<file path="src/rtl/dma_ctl_pkg.sv">
// Package: register map, field positions, reset values and timing of the DMA control block.
package dma_ctl_pkg;

  // ---------------------------------------------------------------------------
  // Geometry
  // ---------------------------------------------------------------------------
  localparam int unsigned NUM_CH = 4;
  localparam int unsigned CH_W = 2;
  localparam int unsigned ADDR_W = 8;
  localparam int unsigned DATA_W = 32;

  // ---------------------------------------------------------------------------
  // Register offsets
  // ---------------------------------------------------------------------------
  localparam logic [7:0] MODULE_CONTROL_OFFSET = 8'h00;
  localparam logic [7:0] CHANNEL_CONTROL_BASE = 8'h10;
  localparam logic [7:0] CHANNEL_STRIDE = 8'h04;
  localparam logic [7:0] BLOCK_LENGTH_OFFSET = 8'h08;

  // ---------------------------------------------------------------------------
  // Module control fields
  // ---------------------------------------------------------------------------
  localparam int unsigned MOD_ENABLE_BIT = 15;
  localparam int unsigned MOD_SUSPEND_BIT = 12;
  localparam int unsigned MOD_ACTIVE_BIT = 11;

  // ---------------------------------------------------------------------------
  // Channel control fields
  // ---------------------------------------------------------------------------
  localparam int unsigned CH_ACTIVE_BIT = 15;
  localparam int unsigned CH_CHAIN_DIR_BIT = 8;
  localparam int unsigned CH_ENABLE_BIT = 7;
  localparam int unsigned CH_EVT_DIS_BIT = 6;
  localparam int unsigned CH_CHAIN_ALLOW_BIT = 5;
  localparam int unsigned CH_AUTO_BIT = 4;
  localparam int unsigned CH_EVT_DET_BIT = 2;
  localparam int unsigned CH_PRI_LSB = 0;

  // ---------------------------------------------------------------------------
  // Reset values and timing
  // ---------------------------------------------------------------------------
  localparam logic [31:0] REG_RESET = 32'h0000_0000;
  localparam logic [7:0] BLOCK_LENGTH_RESET = 8'h04;
  localparam int unsigned TRANSACTION_CYCLES = 3;

  // AXI responses.
  localparam logic [1:0] RESP_OKAY = 2'b00;
  localparam logic [1:0] RESP_SLVERR = 2'b10;

endpackage : dma_ctl_pkg

</file>
<file path="src/rtl/dma_channel_control.sv">
// DMA module and per-channel control, arbiter and AXI4-Lite register slave.
//
// Behaviour
// RULE1 - Module control bit 15 turns the whole engine on when set and off when clear.
// RULE2 - Module suspend bit 12 stops new transfers so the CPU keeps the data bus.
// RULE3 - Module active bit 11 reads 1 while active, 0 only when disabled and idle.
// RULE4 - Channel active bit 15 reads 1 while the channel is enabled or still moving data.
// RULE5 - Chain direction bit 8 picks the lower (set) or higher (clear) neighbour as trigger; the code takes channel+1 when set, channel-1 when clear.
// RULE6 - The chain direction has no effect unless chain allow is set.
// RULE7 - Channel enable bit 7 enables transfers when set and disables them when clear.
// RULE8 - Events-when-disabled bit 6 lets start and abort events register on a disabled channel.
// RULE9 - Only a channel with chain allow set is enabled by its neighbour's completion.
// RULE10 - With auto enable bit 4 clear, block completion clears the enable; set keeps it.
// RULE11 - Read-only event detected bit 2 is set by hardware when a channel event is seen.
// RULE12 - Priority bits 1-0 arbitrate from 0 (lowest) to 3 (highest).
// RULE13 - Clearing enable suspends only after the current transaction ends; poll active.
// RULE14 - Bits 31-16 and other unassigned bits read zero and ignore writes.
// RULE15 - Software avoids register access right after clearing the module enable.
// RULE16 - Among equal priorities the lowest channel number wins.
module dma_channel_control
(
  // Clock and reset
  input wire logic aclk,
  input wire logic aresetn,
  // AXI4-Lite write address and data
  input wire logic [dma_ctl_pkg::ADDR_W-1:0] s_axi_awaddr,
  input wire logic s_axi_awvalid,
  output logic s_axi_awready,
  input wire logic [dma_ctl_pkg::DATA_W-1:0] s_axi_wdata,
  input wire logic [3:0] s_axi_wstrb,
  input wire logic s_axi_wvalid,
  output logic s_axi_wready,
  // AXI4-Lite write response
  output logic [1:0] s_axi_bresp,
  output logic s_axi_bvalid,
  input wire logic s_axi_bready,
  // AXI4-Lite read
  input wire logic [dma_ctl_pkg::ADDR_W-1:0] s_axi_araddr,
  input wire logic s_axi_arvalid,
  output logic s_axi_arready,
  output logic [dma_ctl_pkg::DATA_W-1:0] s_axi_rdata,
  output logic [1:0] s_axi_rresp,
  output logic s_axi_rvalid,
  input wire logic s_axi_rready,
  // Channel events
  input wire logic [dma_ctl_pkg::NUM_CH-1:0] start_event,
  input wire logic [dma_ctl_pkg::NUM_CH-1:0] abort_event,
  // Transfer word source
  input wire logic [dma_ctl_pkg::DATA_W-1:0] src_data,
  // Transfer word stream towards the data bus
  output logic xfer_valid,
  input wire logic xfer_ready,
  output logic [dma_ctl_pkg::DATA_W-1:0] xfer_data,
  output logic [dma_ctl_pkg::CH_W-1:0] xfer_channel,
  // Channel completion pulses
  output logic [dma_ctl_pkg::NUM_CH-1:0] block_done
);
  import dma_ctl_pkg::*;
  typedef enum logic [1:0] {IDLE, MOVE, DRAIN} eng_e;
  // ---------------------------------------------------------------------------
  // State
  // ---------------------------------------------------------------------------
  logic mod_enable_ff, mod_suspend_ff, xfer_valid_ff, aw_held_ff, w_held_ff, bvalid_ff, rvalid_ff;
  logic [7:0] block_length_ff, word_cnt_ff;
  logic [NUM_CH-1:0] ch_enable_ff, ch_chain_dir_ff, ch_evt_dis_ff, ch_chain_allow_ff, ch_auto_ff;
  logic [NUM_CH-1:0] ch_evt_det_ff, ch_pending_ff, block_done_ff;
  logic [1:0] ch_pri_ff [NUM_CH];
  eng_e state_ff;
  logic [CH_W-1:0] cur_ch_ff, xfer_channel_ff;
  logic [1:0] beat_cnt_ff, bresp_ff, rresp_ff;
  logic [DATA_W-1:0] xfer_data_ff, wdata_ff, rdata_ff;
  logic [ADDR_W-1:0] awaddr_ff;
  logic [3:0] wstrb_ff;

  // ---------------------------------------------------------------------------
  // Address decode
  // ---------------------------------------------------------------------------
  // Returns channel index + 1 for a channel register, 0 otherwise.
  function automatic logic [2:0] ch_hit(input logic [ADDR_W-1:0] addr);
    logic [2:0] hit;
    hit = 3'd0;
    for (int i = 0; i < NUM_CH; i++) begin
      if (addr == CHANNEL_CONTROL_BASE + CHANNEL_STRIDE * 8'(i)) begin
        hit = 3'(i + 1);
      end
    end
    return hit;
  endfunction : ch_hit

  function automatic logic addr_mapped(input logic [ADDR_W-1:0] addr);
    return (addr == MODULE_CONTROL_OFFSET) || (addr == BLOCK_LENGTH_OFFSET)
        || (ch_hit(addr) != 3'd0);
  endfunction : addr_mapped

  logic wr_go;
  logic [2:0] wr_ch;
  logic [DATA_W-1:0] wmask, wval;
  assign wr_go = aw_held_ff && w_held_ff && !bvalid_ff;
  assign wr_ch = ch_hit(awaddr_ff);
  assign wmask = {{8{wstrb_ff[3]}}, {8{wstrb_ff[2]}}, {8{wstrb_ff[1]}}, {8{wstrb_ff[0]}}};
  assign wval = wdata_ff & wmask;

  // ---------------------------------------------------------------------------
  // Channel activity and arbitration
  // ---------------------------------------------------------------------------
  logic busy, grant_ok, last_word, buf_in_ready, buf_out_valid, buf_push;
  logic [NUM_CH-1:0] ch_active, chain_trig;
  logic [CH_W-1:0] grant_ch;
  logic [DATA_W-1:0] buf_out_data;
  assign busy = (state_ff != IDLE);
  assign buf_push = (state_ff == MOVE) && (beat_cnt_ff == 2'd0);
  assign last_word = (word_cnt_ff == block_length_ff - 8'd1);

  for (genvar g = 0; g < NUM_CH; g++) begin : g_ch
      localparam int LO = (g + 1) % NUM_CH;
      localparam int HI = (g + NUM_CH - 1) % NUM_CH;
      // RULE4 active includes draining
      assign ch_active[g] = ch_enable_ff[g] || (busy && cur_ch_ff == CH_W'(g));
      // RULE5 RULE6 RULE9 chain trigger pick
      assign chain_trig[g] = ch_chain_allow_ff[g] &&
          (ch_chain_dir_ff[g] ? block_done_ff[LO] : block_done_ff[HI]);
  end

  // RULE12 RULE16 priority arbiter
  always_comb begin
    logic [1:0] best;
    best = 2'd0;
    grant_ok = 1'b0;
    grant_ch = '0;
    for (int i = 0; i < NUM_CH; i++) begin
      if (ch_enable_ff[i] && ch_pending_ff[i] && (!grant_ok || ch_pri_ff[i] > best)) begin
        grant_ok = 1'b1;
        best = ch_pri_ff[i];
        grant_ch = CH_W'(i);
      end
    end
  end

  // ---------------------------------------------------------------------------
  // Transfer engine
  // ---------------------------------------------------------------------------
  always_ff @(posedge aclk) begin
    if (!aresetn) begin
      state_ff <= IDLE;
      cur_ch_ff <= '0;
      word_cnt_ff <= 8'd0;
      beat_cnt_ff <= 2'd0;
      block_done_ff <= '0;
    end else begin
      block_done_ff <= '0;
      case (state_ff)
        IDLE: begin
          // RULE1 RULE2 no start when off or suspended
          if (mod_enable_ff && !mod_suspend_ff && grant_ok) begin
            state_ff <= MOVE;
            cur_ch_ff <= grant_ch;
            word_cnt_ff <= 8'd0;
            beat_cnt_ff <= 2'd0;
          end
        end
        MOVE: begin
          // A stalled buffer holds the beat, so no word is dropped.
          if (beat_cnt_ff != 2'd0) begin
            beat_cnt_ff <= beat_cnt_ff - 2'd1;
          end else if (buf_in_ready) begin
            beat_cnt_ff <= 2'(TRANSACTION_CYCLES - 1);
            word_cnt_ff <= word_cnt_ff + 8'd1;
            // RULE13 stop only between transactions
            if (last_word) begin
              state_ff <= DRAIN;
              block_done_ff[cur_ch_ff] <= 1'b1;
            end else if (!ch_enable_ff[cur_ch_ff] || !mod_enable_ff || mod_suspend_ff) begin
              state_ff <= DRAIN;
            end
          end
        end
        DRAIN: begin
          if (!buf_out_valid && !xfer_valid_ff) begin
            state_ff <= IDLE;
          end
        end
        default: state_ff <= IDLE;
      endcase
    end
  end

  dma_word_buffer u_buf (
    .aclk(aclk),
    .aresetn(aresetn),
    .in_valid(buf_push),
    .in_ready(buf_in_ready),
    .in_data(src_data),
    .out_valid(buf_out_valid),
    .out_ready(!xfer_valid_ff || xfer_ready),
    .out_data(buf_out_data)
  );

  always_ff @(posedge aclk) begin
    if (!aresetn) begin
      xfer_valid_ff <= 1'b0;
      xfer_data_ff <= REG_RESET;
      xfer_channel_ff <= '0;
    end else if (!xfer_valid_ff || xfer_ready) begin
      xfer_valid_ff <= buf_out_valid;
      xfer_data_ff <= buf_out_data;
      xfer_channel_ff <= cur_ch_ff;
    end
  end

  // ---------------------------------------------------------------------------
  // Channel control registers
  // ---------------------------------------------------------------------------
  always_ff @(posedge aclk) begin
    if (!aresetn) begin
      ch_enable_ff <= '0;
      ch_chain_dir_ff <= '0;
      ch_evt_dis_ff <= '0;
      ch_chain_allow_ff <= '0;
      ch_auto_ff <= '0;
      ch_evt_det_ff <= '0;
      ch_pending_ff <= '0;
      ch_pri_ff <= '{default: 2'd0};
    end else begin
      for (int i = 0; i < NUM_CH; i++) begin
        // RULE7 RULE14 software writes, unassigned bits dropped
        if (wr_go && wr_ch == 3'(i + 1)) begin
          if (wstrb_ff[1]) begin
            ch_chain_dir_ff[i] <= wval[CH_CHAIN_DIR_BIT];
          end
          if (wstrb_ff[0]) begin
            ch_enable_ff[i] <= wval[CH_ENABLE_BIT];
            ch_evt_dis_ff[i] <= wval[CH_EVT_DIS_BIT];
            ch_chain_allow_ff[i] <= wval[CH_CHAIN_ALLOW_BIT];
            ch_auto_ff[i] <= wval[CH_AUTO_BIT];
            ch_pri_ff[i] <= wval[CH_PRI_LSB+1:CH_PRI_LSB];
          end
        end
        // RULE10 auto clear on completion
        if (block_done_ff[i]) begin
          ch_pending_ff[i] <= 1'b0;
          if (!ch_auto_ff[i]) begin
            ch_enable_ff[i] <= 1'b0;
          end
        end
        // RULE9 chained enable
        if (chain_trig[i]) begin
          ch_enable_ff[i] <= 1'b1;
          ch_pending_ff[i] <= 1'b1;
        end
        // RULE8 RULE11 events gated by enable
        if ((ch_enable_ff[i] || ch_evt_dis_ff[i]) && (start_event[i] || abort_event[i])) begin
          ch_evt_det_ff[i] <= 1'b1;
          ch_pending_ff[i] <= start_event[i] && !abort_event[i];
        end else if (grant_ok && state_ff == IDLE && grant_ch == CH_W'(i) && mod_enable_ff
            && !mod_suspend_ff) begin
          ch_evt_det_ff[i] <= 1'b0;
        end
      end
    end
  end

  // ---------------------------------------------------------------------------
  // Module control and block length
  // ---------------------------------------------------------------------------
  always_ff @(posedge aclk) begin
    if (!aresetn) begin
      mod_enable_ff <= 1'b0;
      mod_suspend_ff <= 1'b0;
      block_length_ff <= BLOCK_LENGTH_RESET;
    end else if (wr_go && wstrb_ff[1] && awaddr_ff == MODULE_CONTROL_OFFSET) begin
      // RULE1 RULE2 RULE15 enable and suspend
      mod_enable_ff <= wval[MOD_ENABLE_BIT];
      mod_suspend_ff <= wval[MOD_SUSPEND_BIT];
    end else if (wr_go && wstrb_ff[0] && awaddr_ff == BLOCK_LENGTH_OFFSET) begin
      // A zero length would run 256 words before completing, so it is held at one.
      block_length_ff <= (wval[7:0] == 8'd0) ? 8'd1 : wval[7:0];
    end
  end

  // ---------------------------------------------------------------------------
  // AXI4-Lite write channel
  // ---------------------------------------------------------------------------
  always_ff @(posedge aclk) begin
    if (!aresetn) begin
      aw_held_ff <= 1'b0;
      w_held_ff <= 1'b0;
      bvalid_ff <= 1'b0;
      bresp_ff <= RESP_OKAY;
    end else begin
      if (s_axi_awvalid && s_axi_awready) begin
        aw_held_ff <= 1'b1;
        awaddr_ff <= {s_axi_awaddr[ADDR_W-1:2], 2'b00};
      end
      if (s_axi_wvalid && s_axi_wready) begin
        w_held_ff <= 1'b1;
        wdata_ff <= s_axi_wdata;
        wstrb_ff <= s_axi_wstrb;
      end
      if (wr_go) begin
        aw_held_ff <= 1'b0;
        w_held_ff <= 1'b0;
        bvalid_ff <= 1'b1;
        bresp_ff <= addr_mapped(awaddr_ff) ? RESP_OKAY : RESP_SLVERR;
      end else if (bvalid_ff && s_axi_bready) begin
        bvalid_ff <= 1'b0;
      end
    end
  end

  // ---------------------------------------------------------------------------
  // AXI4-Lite read channel
  // ---------------------------------------------------------------------------
  logic [DATA_W-1:0] rd_word;
  logic [2:0] rd_ch;
  assign rd_ch = ch_hit({s_axi_araddr[ADDR_W-1:2], 2'b00});

  always_comb begin
    // RULE14 unassigned bits read zero
    rd_word = REG_RESET;
    if ({s_axi_araddr[ADDR_W-1:2], 2'b00} == MODULE_CONTROL_OFFSET) begin
      rd_word[MOD_ENABLE_BIT] = mod_enable_ff;
      rd_word[MOD_SUSPEND_BIT] = mod_suspend_ff;
      // RULE3 active unless off and idle
      rd_word[MOD_ACTIVE_BIT] = mod_enable_ff || busy;
    end else if ({s_axi_araddr[ADDR_W-1:2], 2'b00} == BLOCK_LENGTH_OFFSET) begin
      rd_word[7:0] = block_length_ff;
    end else begin
      for (int i = 0; i < NUM_CH; i++) begin
        if (rd_ch == 3'(i + 1)) begin
          rd_word[CH_ACTIVE_BIT] = ch_active[i];
          rd_word[CH_CHAIN_DIR_BIT] = ch_chain_dir_ff[i];
          rd_word[CH_ENABLE_BIT] = ch_enable_ff[i];
          rd_word[CH_EVT_DIS_BIT] = ch_evt_dis_ff[i];
          rd_word[CH_CHAIN_ALLOW_BIT] = ch_chain_allow_ff[i];
          rd_word[CH_AUTO_BIT] = ch_auto_ff[i];
          rd_word[CH_EVT_DET_BIT] = ch_evt_det_ff[i];
          rd_word[CH_PRI_LSB+1:CH_PRI_LSB] = ch_pri_ff[i];
        end
      end
    end
  end

  always_ff @(posedge aclk) begin
    if (!aresetn) begin
      rvalid_ff <= 1'b0;
      rdata_ff <= REG_RESET;
      rresp_ff <= RESP_OKAY;
    end else if (s_axi_arvalid && s_axi_arready) begin
      rvalid_ff <= 1'b1;
      rdata_ff <= rd_word;
      rresp_ff <= addr_mapped({s_axi_araddr[ADDR_W-1:2], 2'b00}) ? RESP_OKAY : RESP_SLVERR;
    end else if (rvalid_ff && s_axi_rready) begin
      rvalid_ff <= 1'b0;
    end
  end

  assign s_axi_awready = !aw_held_ff && !bvalid_ff;
  assign s_axi_wready = !w_held_ff && !bvalid_ff;
  assign s_axi_arready = !rvalid_ff;
  assign s_axi_bvalid = bvalid_ff;
  assign s_axi_bresp = bresp_ff;
  assign s_axi_rvalid = rvalid_ff;
  assign s_axi_rdata = rdata_ff;
  assign s_axi_rresp = rresp_ff;
  assign xfer_valid = xfer_valid_ff;
  assign xfer_data = xfer_data_ff;
  assign xfer_channel = xfer_channel_ff;
  assign block_done = block_done_ff;
endmodule : dma_channel_control

</file>
<file path="src/rtl/dma_word_buffer.sv">
// Two-entry valid/ready buffer carrying transfer words.
module dma_word_buffer
  import dma_ctl_pkg::*;
(
  // Clock and reset
  input wire logic aclk,
  input wire logic aresetn,
  // Fill side
  input wire logic in_valid,
  output logic in_ready,
  input wire logic [DATA_W-1:0] in_data,
  // Drain side
  output logic out_valid,
  input wire logic out_ready,
  output logic [DATA_W-1:0] out_data
);

  logic [DATA_W-1:0] mem_ff [2];
  logic wr_ptr_ff;
  logic rd_ptr_ff;
  logic [1:0] count_ff;
  logic push;
  logic pop;

  assign in_ready = (count_ff != 2'd2);
  assign out_valid = (count_ff != 2'd0);
  assign out_data = mem_ff[rd_ptr_ff];
  assign push = in_valid && in_ready;
  assign pop = out_valid && out_ready;

  always_ff @(posedge aclk) begin
    if (push) begin
      mem_ff[wr_ptr_ff] <= in_data;
    end
  end

  always_ff @(posedge aclk) begin
    if (!aresetn) begin
      wr_ptr_ff <= 1'b0;
      rd_ptr_ff <= 1'b0;
      count_ff <= 2'd0;
    end else begin
      if (push) begin
        wr_ptr_ff <= ~wr_ptr_ff;
      end
      if (pop) begin
        rd_ptr_ff <= ~rd_ptr_ff;
      end
      if (push && !pop) begin
        count_ff <= count_ff + 2'd1;
      end else if (pop && !push) begin
        count_ff <= count_ff - 2'd1;
      end
    end
  end

endmodule : dma_word_buffer

</file>
<file path="config.mk">
export PLATFORM = sky130hd
export DESIGN_NAME = dma_channel_control
export DESIGN_NICKNAME = d
export VERILOG_FILES = /design/src/rtl/dma_ctl_pkg.sv /design/src/rtl/dma_channel_control.sv /design/src/rtl/dma_word_buffer.sv
export SDC_FILE = /design/constraint.sdc
export NUM_CORES = 1
export LEC_CHECK = 0
export BUFFER_PORTS_ARGS = -buffer_cell sky130_fd_sc_hd__clkbuf_2
export CORE_MARGIN = 2
export CORE_UTILIZATION = 40
export CTS_BUF_LIST = sky130_fd_sc_hd__clkbuf_8
export DETAILED_ROUTE_END_ITERATION = 16
export PLACE_DENSITY_LB_ADDON = 0.08
export SYNTH_ARGS = -nofsm -noshare
export SYNTH_HDL_FRONTEND = slang
export SYNTH_SLANG_ARGS = --single-unit
export TNS_END_PERCENT = 100
</file>
<file path="constraint.sdc">
create_clock -name aclk -period 4.1 [get_ports aclk]
set_input_delay 0.82 -clock aclk [delete_from_list [all_inputs] [get_ports aclk]]
set_output_delay 0.82 -clock aclk [all_outputs]
set_load 0.05 [all_outputs]
</file>
Yosys cells after proc, flatten, opt, wreduce, memory -nomap -nowiden:

Memories as Yosys holds them, arrays and structs flattened. A register that Yosys moved wholly into a read port is not among the register bits.
Cells that the tools add are included.

* $add $sub $neg: 5
* order comparisons: 5
* equality and inequality tests: 34
* mux-type cells: 116
* bitwise logic cells: 8
* reductions and logical operators: 145

Operator list (count)
* $mux W1: 67
* $logic_and A1 B1 Y1: 62
* $eq A6 B3 Y1 const B: 8
* $mux W3: 15
* $mux W2: 19
* $mux W8: 4
* $reduce_and A2 Y1: 12
* $logic_or A1 B1 Y1: 23
* $reduce_bool A2 Y1: 11
* $mux W5: 4
* $logic_not A1 Y1: 19
* $reduce_bool A3 Y1: 6
* $and A16 B16 Y16: 1
* $logic_not A8 Y1: 2
* $pmux W8 S2: 1
* $eq A3 B2 Y1 const B: 4
* $eq A6 B2 Y1 const B: 2
* $eq A2 B2 Y1 const B: 5
* $mux W9: 1
* $add A8 B1 Y8 const B: 1
* $eq A8 B8 Y1: 1
* $logic_not A2 Y1: 4
* $ne A2 B2 Y1 const B: 4
* $sub A8 B1 Y8 const B: 1
* other kinds (23): 36

* bits in registers: 115
* memory bits (writable): 64
* input bits: 100
* output and inout bits: 80
* memories kept: 1

Memory list
* u_buf.mem_ff: depth 2, bits a word 32, read ports 1, clocked after memory_dff 1, wr ports 1, RTL line dma_word_buffer.sv:18 `logic [DATA_W-1:0] mem_ff [2];`

Depth between registers and ports, before layout:

* depth in word-level cells: 20
* depth in mapped cells: 18
* mapped depth without buffers: 17

By module:

Synthesis repeated with hierarchy kept, for this count alone.

* cell total of the unflattened synthesis: 816
* area, all modules: 8949.8 µm²

By module, submodules not included
* dma_channel_control: instances 1, cells each 692, area each 6398.6 µm², seq. area each 2912.8 µm²
* dma_word_buffer: instances 1, cells each 124, area each 2551.2 µm², seq. area each 2021.9 µm²

Least setup slack after synthesis:

OpenSTA, ideal clock, no wires.

* path kind: reg2reg
* start point: reg ch_enable_ff[0]
* end point: reg ch_evt_det_ff[0]
* arrival: 3925 ps
* required time: 3968 ps
* setup slack: 43 ps
* stages on the path, launching flop included: 19
* path buffers: 1
* path through: dfxtp_1 clkbuf_1 nand3_1 ha_1 nor2b_1 o21ai_1 a31oi_1 mux2_1 ha_1 nor2b_1 o21ai_0 a21o_1 mux2_2 ha_1 nor2b_1 o21ai_0 o21ai_1 o31ai_1 a21oi_1

* longest elaborated chain between the ends: 19
* elaborated cells on any way between the ends: 32
* those cells by class: order compare: 3; mux: 11; reduce/logical: 18

RTL lines
* from (decl): RTL line dma_channel_control.sv:65 `logic [NUM_CH-1:0] ch_enable_ff, ch_chain_dir_ff, ch_evt_dis_ff, ch_chain_allow_ff, ch_auto_ff;`
* from (signal, indexed assignment): RTL line dma_channel_control.sv:231 `ch_enable_ff[i] <= wval[CH_ENABLE_BIT];`
* $logic_and A1 B1 Y1: RTL line dma_channel_control.sv:131 `if (ch_enable_ff[i] && ch_pending_ff[i] && (!grant_ok || ch_pri_ff[i] > best)) begin`
* $mux W2 or $mux W1 (tied branches): RTL line dma_channel_control.sv:131
* $gt A2 B2 Y1 or $logic_not A1 Y1 (tied branches): RTL line dma_channel_control.sv:131
* $logic_or A1 B1 Y1: RTL line dma_channel_control.sv:131
* $logic_and A1 B1 Y1: RTL line dma_channel_control.sv:131
* $mux W2 or $mux W1 (tied branches): RTL line dma_channel_control.sv:131
* $gt A2 B2 Y1 or $logic_not A1 Y1 (tied branches): RTL line dma_channel_control.sv:131
* $logic_or A1 B1 Y1: RTL line dma_channel_control.sv:131
* (+2 left out)
* $gt A2 B2 Y1 or $logic_not A1 Y1 (tied branches): RTL line dma_channel_control.sv:131
* $logic_or A1 B1 Y1: RTL line dma_channel_control.sv:131
* $logic_and A1 B1 Y1: RTL line dma_channel_control.sv:131
* $mux W2 or $mux W1 (tied branches): RTL line dma_channel_control.sv:131
* $logic_not A2 Y1 or $logic_and A1 B1 Y1 (tied branches): RTL line dma_channel_control.sv:254 `end else if (grant_ok && state_ff == IDLE && grant_ch == CH_W'(i) && mod_enable_ff`
* $logic_and A1 B1 Y1 (2 in a row): RTL line dma_channel_control.sv:254
* $logic_and A1 B1 Y1: RTL line dma_channel_control.sv:255 `&& !mod_suspend_ff) begin`
* $reduce_bool A2 Y1 (no line)
* to (signal assigned): RTL line dma_channel_control.sv:220 `ch_evt_det_ff <= '0;`
* to (signal, indexed assignment): RTL line dma_channel_control.sv:252 `ch_evt_det_ff[i] <= 1'b1;`
* to (signal, indexed assignment): RTL line dma_channel_control.sv:256 `ch_evt_det_ff[i] <= 1'b0;`
* to (decl): RTL line dma_channel_control.sv:66 `logic [NUM_CH-1:0] ch_evt_det_ff, ch_pending_ff, block_done_ff;`

Several ways; a longest one is shown, not always the timed one.
A chain may end at the register's enable or synchronous reset.

Worst setup path after layout:

* start point: reg ch_pending_ff[0]
* end point: reg ch_evt_det_ff[0]

* longest elaborated chain between the ends: 19
* elaborated cells on any way between the ends: 29
* those cells by class: order compare: 3; mux: 10; reduce/logical: 16

RTL lines
* from (decl): RTL line dma_channel_control.sv:66
* from (signal, indexed assignment): RTL line dma_channel_control.sv:253 `ch_pending_ff[i] <= start_event[i] && !abort_event[i];`
* $logic_and A1 B1 Y1 (*): RTL line dma_channel_control.sv:131
* $mux W2 or $mux W1 (tied branches): RTL line dma_channel_control.sv:131
* $gt A2 B2 Y1 or $logic_not A1 Y1 (tied branches): RTL line dma_channel_control.sv:131
* $logic_or A1 B1 Y1: RTL line dma_channel_control.sv:131
* $logic_and A1 B1 Y1: RTL line dma_channel_control.sv:131
* $mux W2 or $mux W1 (tied branches): RTL line dma_channel_control.sv:131
* $gt A2 B2 Y1 or $logic_not A1 Y1 (tied branches): RTL line dma_channel_control.sv:131
* $logic_or A1 B1 Y1: RTL line dma_channel_control.sv:131
* (+2 left out)
* $gt A2 B2 Y1 or $logic_not A1 Y1 (tied branches): RTL line dma_channel_control.sv:131
* $logic_or A1 B1 Y1: RTL line dma_channel_control.sv:131
* $logic_and A1 B1 Y1: RTL line dma_channel_control.sv:131
* $mux W2 or $mux W1 (tied branches): RTL line dma_channel_control.sv:131
* $logic_not A2 Y1 or $logic_and A1 B1 Y1 (tied branches): RTL line dma_channel_control.sv:254
* $logic_and A1 B1 Y1 (*) (2 in a row): RTL line dma_channel_control.sv:254
* $logic_and A1 B1 Y1 (*): RTL line dma_channel_control.sv:255
* $reduce_bool A2 Y1 (no line) (*)

Every way passes the cells marked *; elsewhere a longest branch is shown, timed or not.

==> flow_summary.json <==
{
  "clkPwrFrac": 0.352,
  "route.detailed.drc": 0,
  "num_vias": 6466,
  "finalCritPeriodShare": 0.9336,
  "synth-main-ff-cell": "dfxtp_1",
  "cpMaxStageDelayCell": "dfxtp_2",
  "yosysSeqAreaShare": 0.5664,
  "grt-ovfl-total": 0,
  "finalHoldViolCount": 0,
  "syn_inst": 802,
  "synth_area_sq_um": 8677,
  "nets": 1047,
  "avgSynthCellArea_sq_um": 10.82,
  "seqPwrFrac": 0.486,
  "htreeDepth": 2,
  "grt_pass1_vias": 6317,
  "final_common_cell": "clkbuf_2",
  "drv_slew": 0,
  "leakage_uw": 0.004096,
  "yosys_warnings": 0,
  "end_kind": "flip-flop",
  "n_antenna_cell": 0,
  "port_buffers": 130,
  "outcome": "complete, no violations",
  "fin_setup_tns_ns": 0,
  "rsz0062_at_grt": "false",
  "p_int_uw": 3337,
  "drt_iter0_drc": 334,
  "cts_tree": "yes",
  "antenna_left": 0,
  "cts_buffers": 36,
  "async_flop_share": 0,
  "vdd_drop_max_v": 0.0002600,
  "grt_pass1_wl_um": 33300,
  "max_stage_delay_ns": 0.38,
  "setup_viol": 0,
  "grtUsageTotal": 0.1882,
  "nFillCells": 2005,
  "clk_latency_ns": 0.52,
  "place.gp.congestion": 0.8529,
  "cts-root-buf": "clkbuf_8",
  "die_w_um": 151.3,
  "areaGrowthSynthToFinish_pct": 17.03,
  "ios": 180,
  "hold_class": "flip-flop to flip-flop",
  "netSwitchingPower_uw": 1466,
  "slew_headroom": 0.2410,
  "worstPathRequired_ns": 4.46,
  "cp_common_cell": "ha_1",
  "cap_violations": 0,
  "finalPower_uw": 4803,
  "max_freq_mhz": 261.2,
  "avgRoutedWirePerCell_um": 17.31,
  "core-area_sq_um": 21150,
  "clk_pin_slew_ns": 0.06,
  "start_kind": "flip-flop",
  "clock_sinks": 204,
  "hold_buffers": 0,
  "cp_cell_sequence": "nand3_1 > ha_1 > nor2b_1 > o21ai_1 > a31oi_2 > buf_4 > mux2_2 > ha_1 > nand2_1 > o21ai_1 > a21o_1 > mux2_2 > ha_1 > nor2b_1 > o21ai_2 > o21ai_2 > o31ai_1 > a21oi_1",
  "p_comb_frac": 0.161,
  "start_util": 0.4102,
  "drive_gt1_frac": 0.2177,
  "crit_fanout": 6,
  "dp_hpwl_um": 14870,
  "p_sw_frac": 0.3053,
  "vias_per_cell": 5.236,
  "grt_max_degree": 68,
  "p_per_area_nw_per_um2": 473.0,
  "synth-seq-cells": 204,
  "synth_cell_type_count": 68,
  "fin_skew_ns": 0.009392,
  "tightest_slew_ns": 1.138,
  "antenna_found_initial": 0,
  "drt_pass1_iterations": 4,
  "die_area_sq_um": 22890,
  "die_height_um": 151.3,
  "clockBufferDepth": 3,
  "fin_crit_ns": 3.828,
  "num_rows": 53,
  "synth_edf_count": 83,
  "worstSetupPathType": "flip-flop to flip-flop",
  "routed_wl_um": 21380,
  "crit_arrival_ns": 4.18,
  "layout_common_cells": "clkbuf_2 (130), dfxtp_1 (119), nor2_1 (97)"
}
[state kept, by name, summed over array words and instances, names as in the netlist, 2 cells and up]
name,count
awaddr_ff,6
beat_cnt_ff,2
block_done,4
block_length_ff,8
ch_auto_ff,4
ch_chain_allow_ff,4
ch_chain_dir_ff,4
ch_enable_ff,4
ch_evt_det_ff,4
ch_evt_dis_ff,4
ch_pending_ff,4
ch_pri_ff,8
cur_ch_ff,2
s_axi_rdata,12
state_ff,2
u_buf.count_ff,2
u_buf.mem_ff,64
wdata_ff,11
word_cnt_ff,8
wstrb_ff,2
xfer_channel,2
xfer_data,32
[what timing repair did]
item                                    CTS  global route
setup buffers                             0             0
resized for setup                         1             7
endpoints found under the setup margin    1             6
pin swaps                                 0             1
[power groups by stage]
stage,Sequential (uW),Combinational [uW],Clock (uW)
3_5_place_dp,2380,781,0
3_3_place_gp,2380,769,0
4_1_cts,2340,783,1750
5_1_grt,2360,830,1830
6_report,2340,774,1690
2_1_floorplan,2590,369,0
[through the flow]
step | util | setup WS, ns | hold WS (ns) | instances | area, sq um
after detailed placement | 0.4485 | -0.04385 | 0.4476 | 1173 | 9488
final | 0.4800 | 0.2721 | 0.4521 | 1235 | 10150
after global placement | 0.4485 | 0.09494 | 0.4449 | 1173 | 9488
after global routing | 0.4800 | 0.01075 | 0.4459 | 1235 | 10150
after floorplan | - | 0.04273 | 0.4332 | 823 | 8756
after CTS | 0.4792 | 0.02112 | 0.4367 | 1235 | 10140
[worst max-delay path: cells and delay by family, from the launching register on]
| family | cells | cell delay (ns) |
|---|---|---|
| mux | 2 | 0.68 |
| buf+inv | 1 | 0.17 |
| fa+ha+maj | 3 | 0.86 |
| compound gates | 8 | 1.12 |
| simple gates | 4 | 0.45 |
| flops | 1 | 0.38 |
[final timing paths]
kind               startpoint                to  slack, ns  cells past startpoint
min            s_axi_rdata[8]    s_axi_rdata[8]       0.45                      2
min reg2reg    s_axi_rdata[8]    s_axi_rdata[8]       0.45                      2
max reg2reg  ch_pending_ff[0]  ch_evt_det_ff[0]       0.27                     18
max          ch_pending_ff[0]  ch_evt_det_ff[0]       0.27                     18
[routing by layer]
metal,up-vias,global-route usage,share of wire
met4,0,0.06168,0.021
li1,3141,-,-
met3,40,0.04488,0.074
met1,3058,0.2617,0.46
met5,-,0,0
met2,227,0.2894,0.45
[cell families after synthesis]
group / after synthesis / synth area share
AO/OA/AOI/OAI: 163 / 0.1208
multiplexers: 79 / 0.09402
other: 1 / 0.0004322
flip-flops: 204 / 0.5664
AND/OR/NAND/NOR: 241 / 0.1358
adder cells (fa/ha/maj): 11 / 0.01586
buffers and inverters: 85 / 0.04845
XOR/XNOR: 18 / 0.01817
[synthesized netlist by cell type (all sizes together) (2+ instances only)]
master / number / area share
dfxtp: 121 / 0.28
edfxtp: 83 / 0.29
or3: 3 / 0.0022
xnor2: 7 / 0.0071
nor4: 3 / 0.0039
nand2: 52 / 0.022
a221oi: 2 / 0.0020
buf: 38 / 0.028
nor3: 9 / 0.0063
mux2: 10 / 0.013
a211o: 2 / 0.0020
mux2i: 68 / 0.078
o21ai: 35 / 0.020
inv: 20 / 0.0087
a211oi: 37 / 0.032
and2: 4 / 0.0029
o22ai: 5 / 0.0036
a21o: 2 / 0.0017
a31oi: 8 / 0.0058
nor4b: 3 / 0.0055
nor2b: 14 / 0.010
o211ai: 5 / 0.0043
o221ai: 5 / 0.0050
nand2b: 10 / 0.0072
nand4: 10 / 0.0072
and3: 8 / 0.0058
or2: 3 / 0.0022
nand3: 15 / 0.0087
nor2: 98 / 0.042
ha: 11 / 0.016
a22oi: 5 / 0.0043
clkbuf: 26 / 0.011
xor2: 11 / 0.011
a21oi: 45 / 0.026
nor3b: 2 / 0.0017
o2111ai: 3 / 0.0037
[cell type report]
| cell class | instances | area (sq um) | area share |
|---|---|---|---|
| inverter | 21 | 78.83 | 0.007762 |
| multi-input combinational | 534 | 3448 | 0.3396 |
| tap | 275 | 344.1 | 0.03388 |
| timing repair buffer | 139 | 718.2 | 0.07072 |
| sequential | 204 | 4917 | 0.4842 |
| clock inverter | 21 | 83.83 | 0.008255 |
| clock buffer | 41 | 564.3 | 0.05557 |
Power figures use the tool's default switching activity.
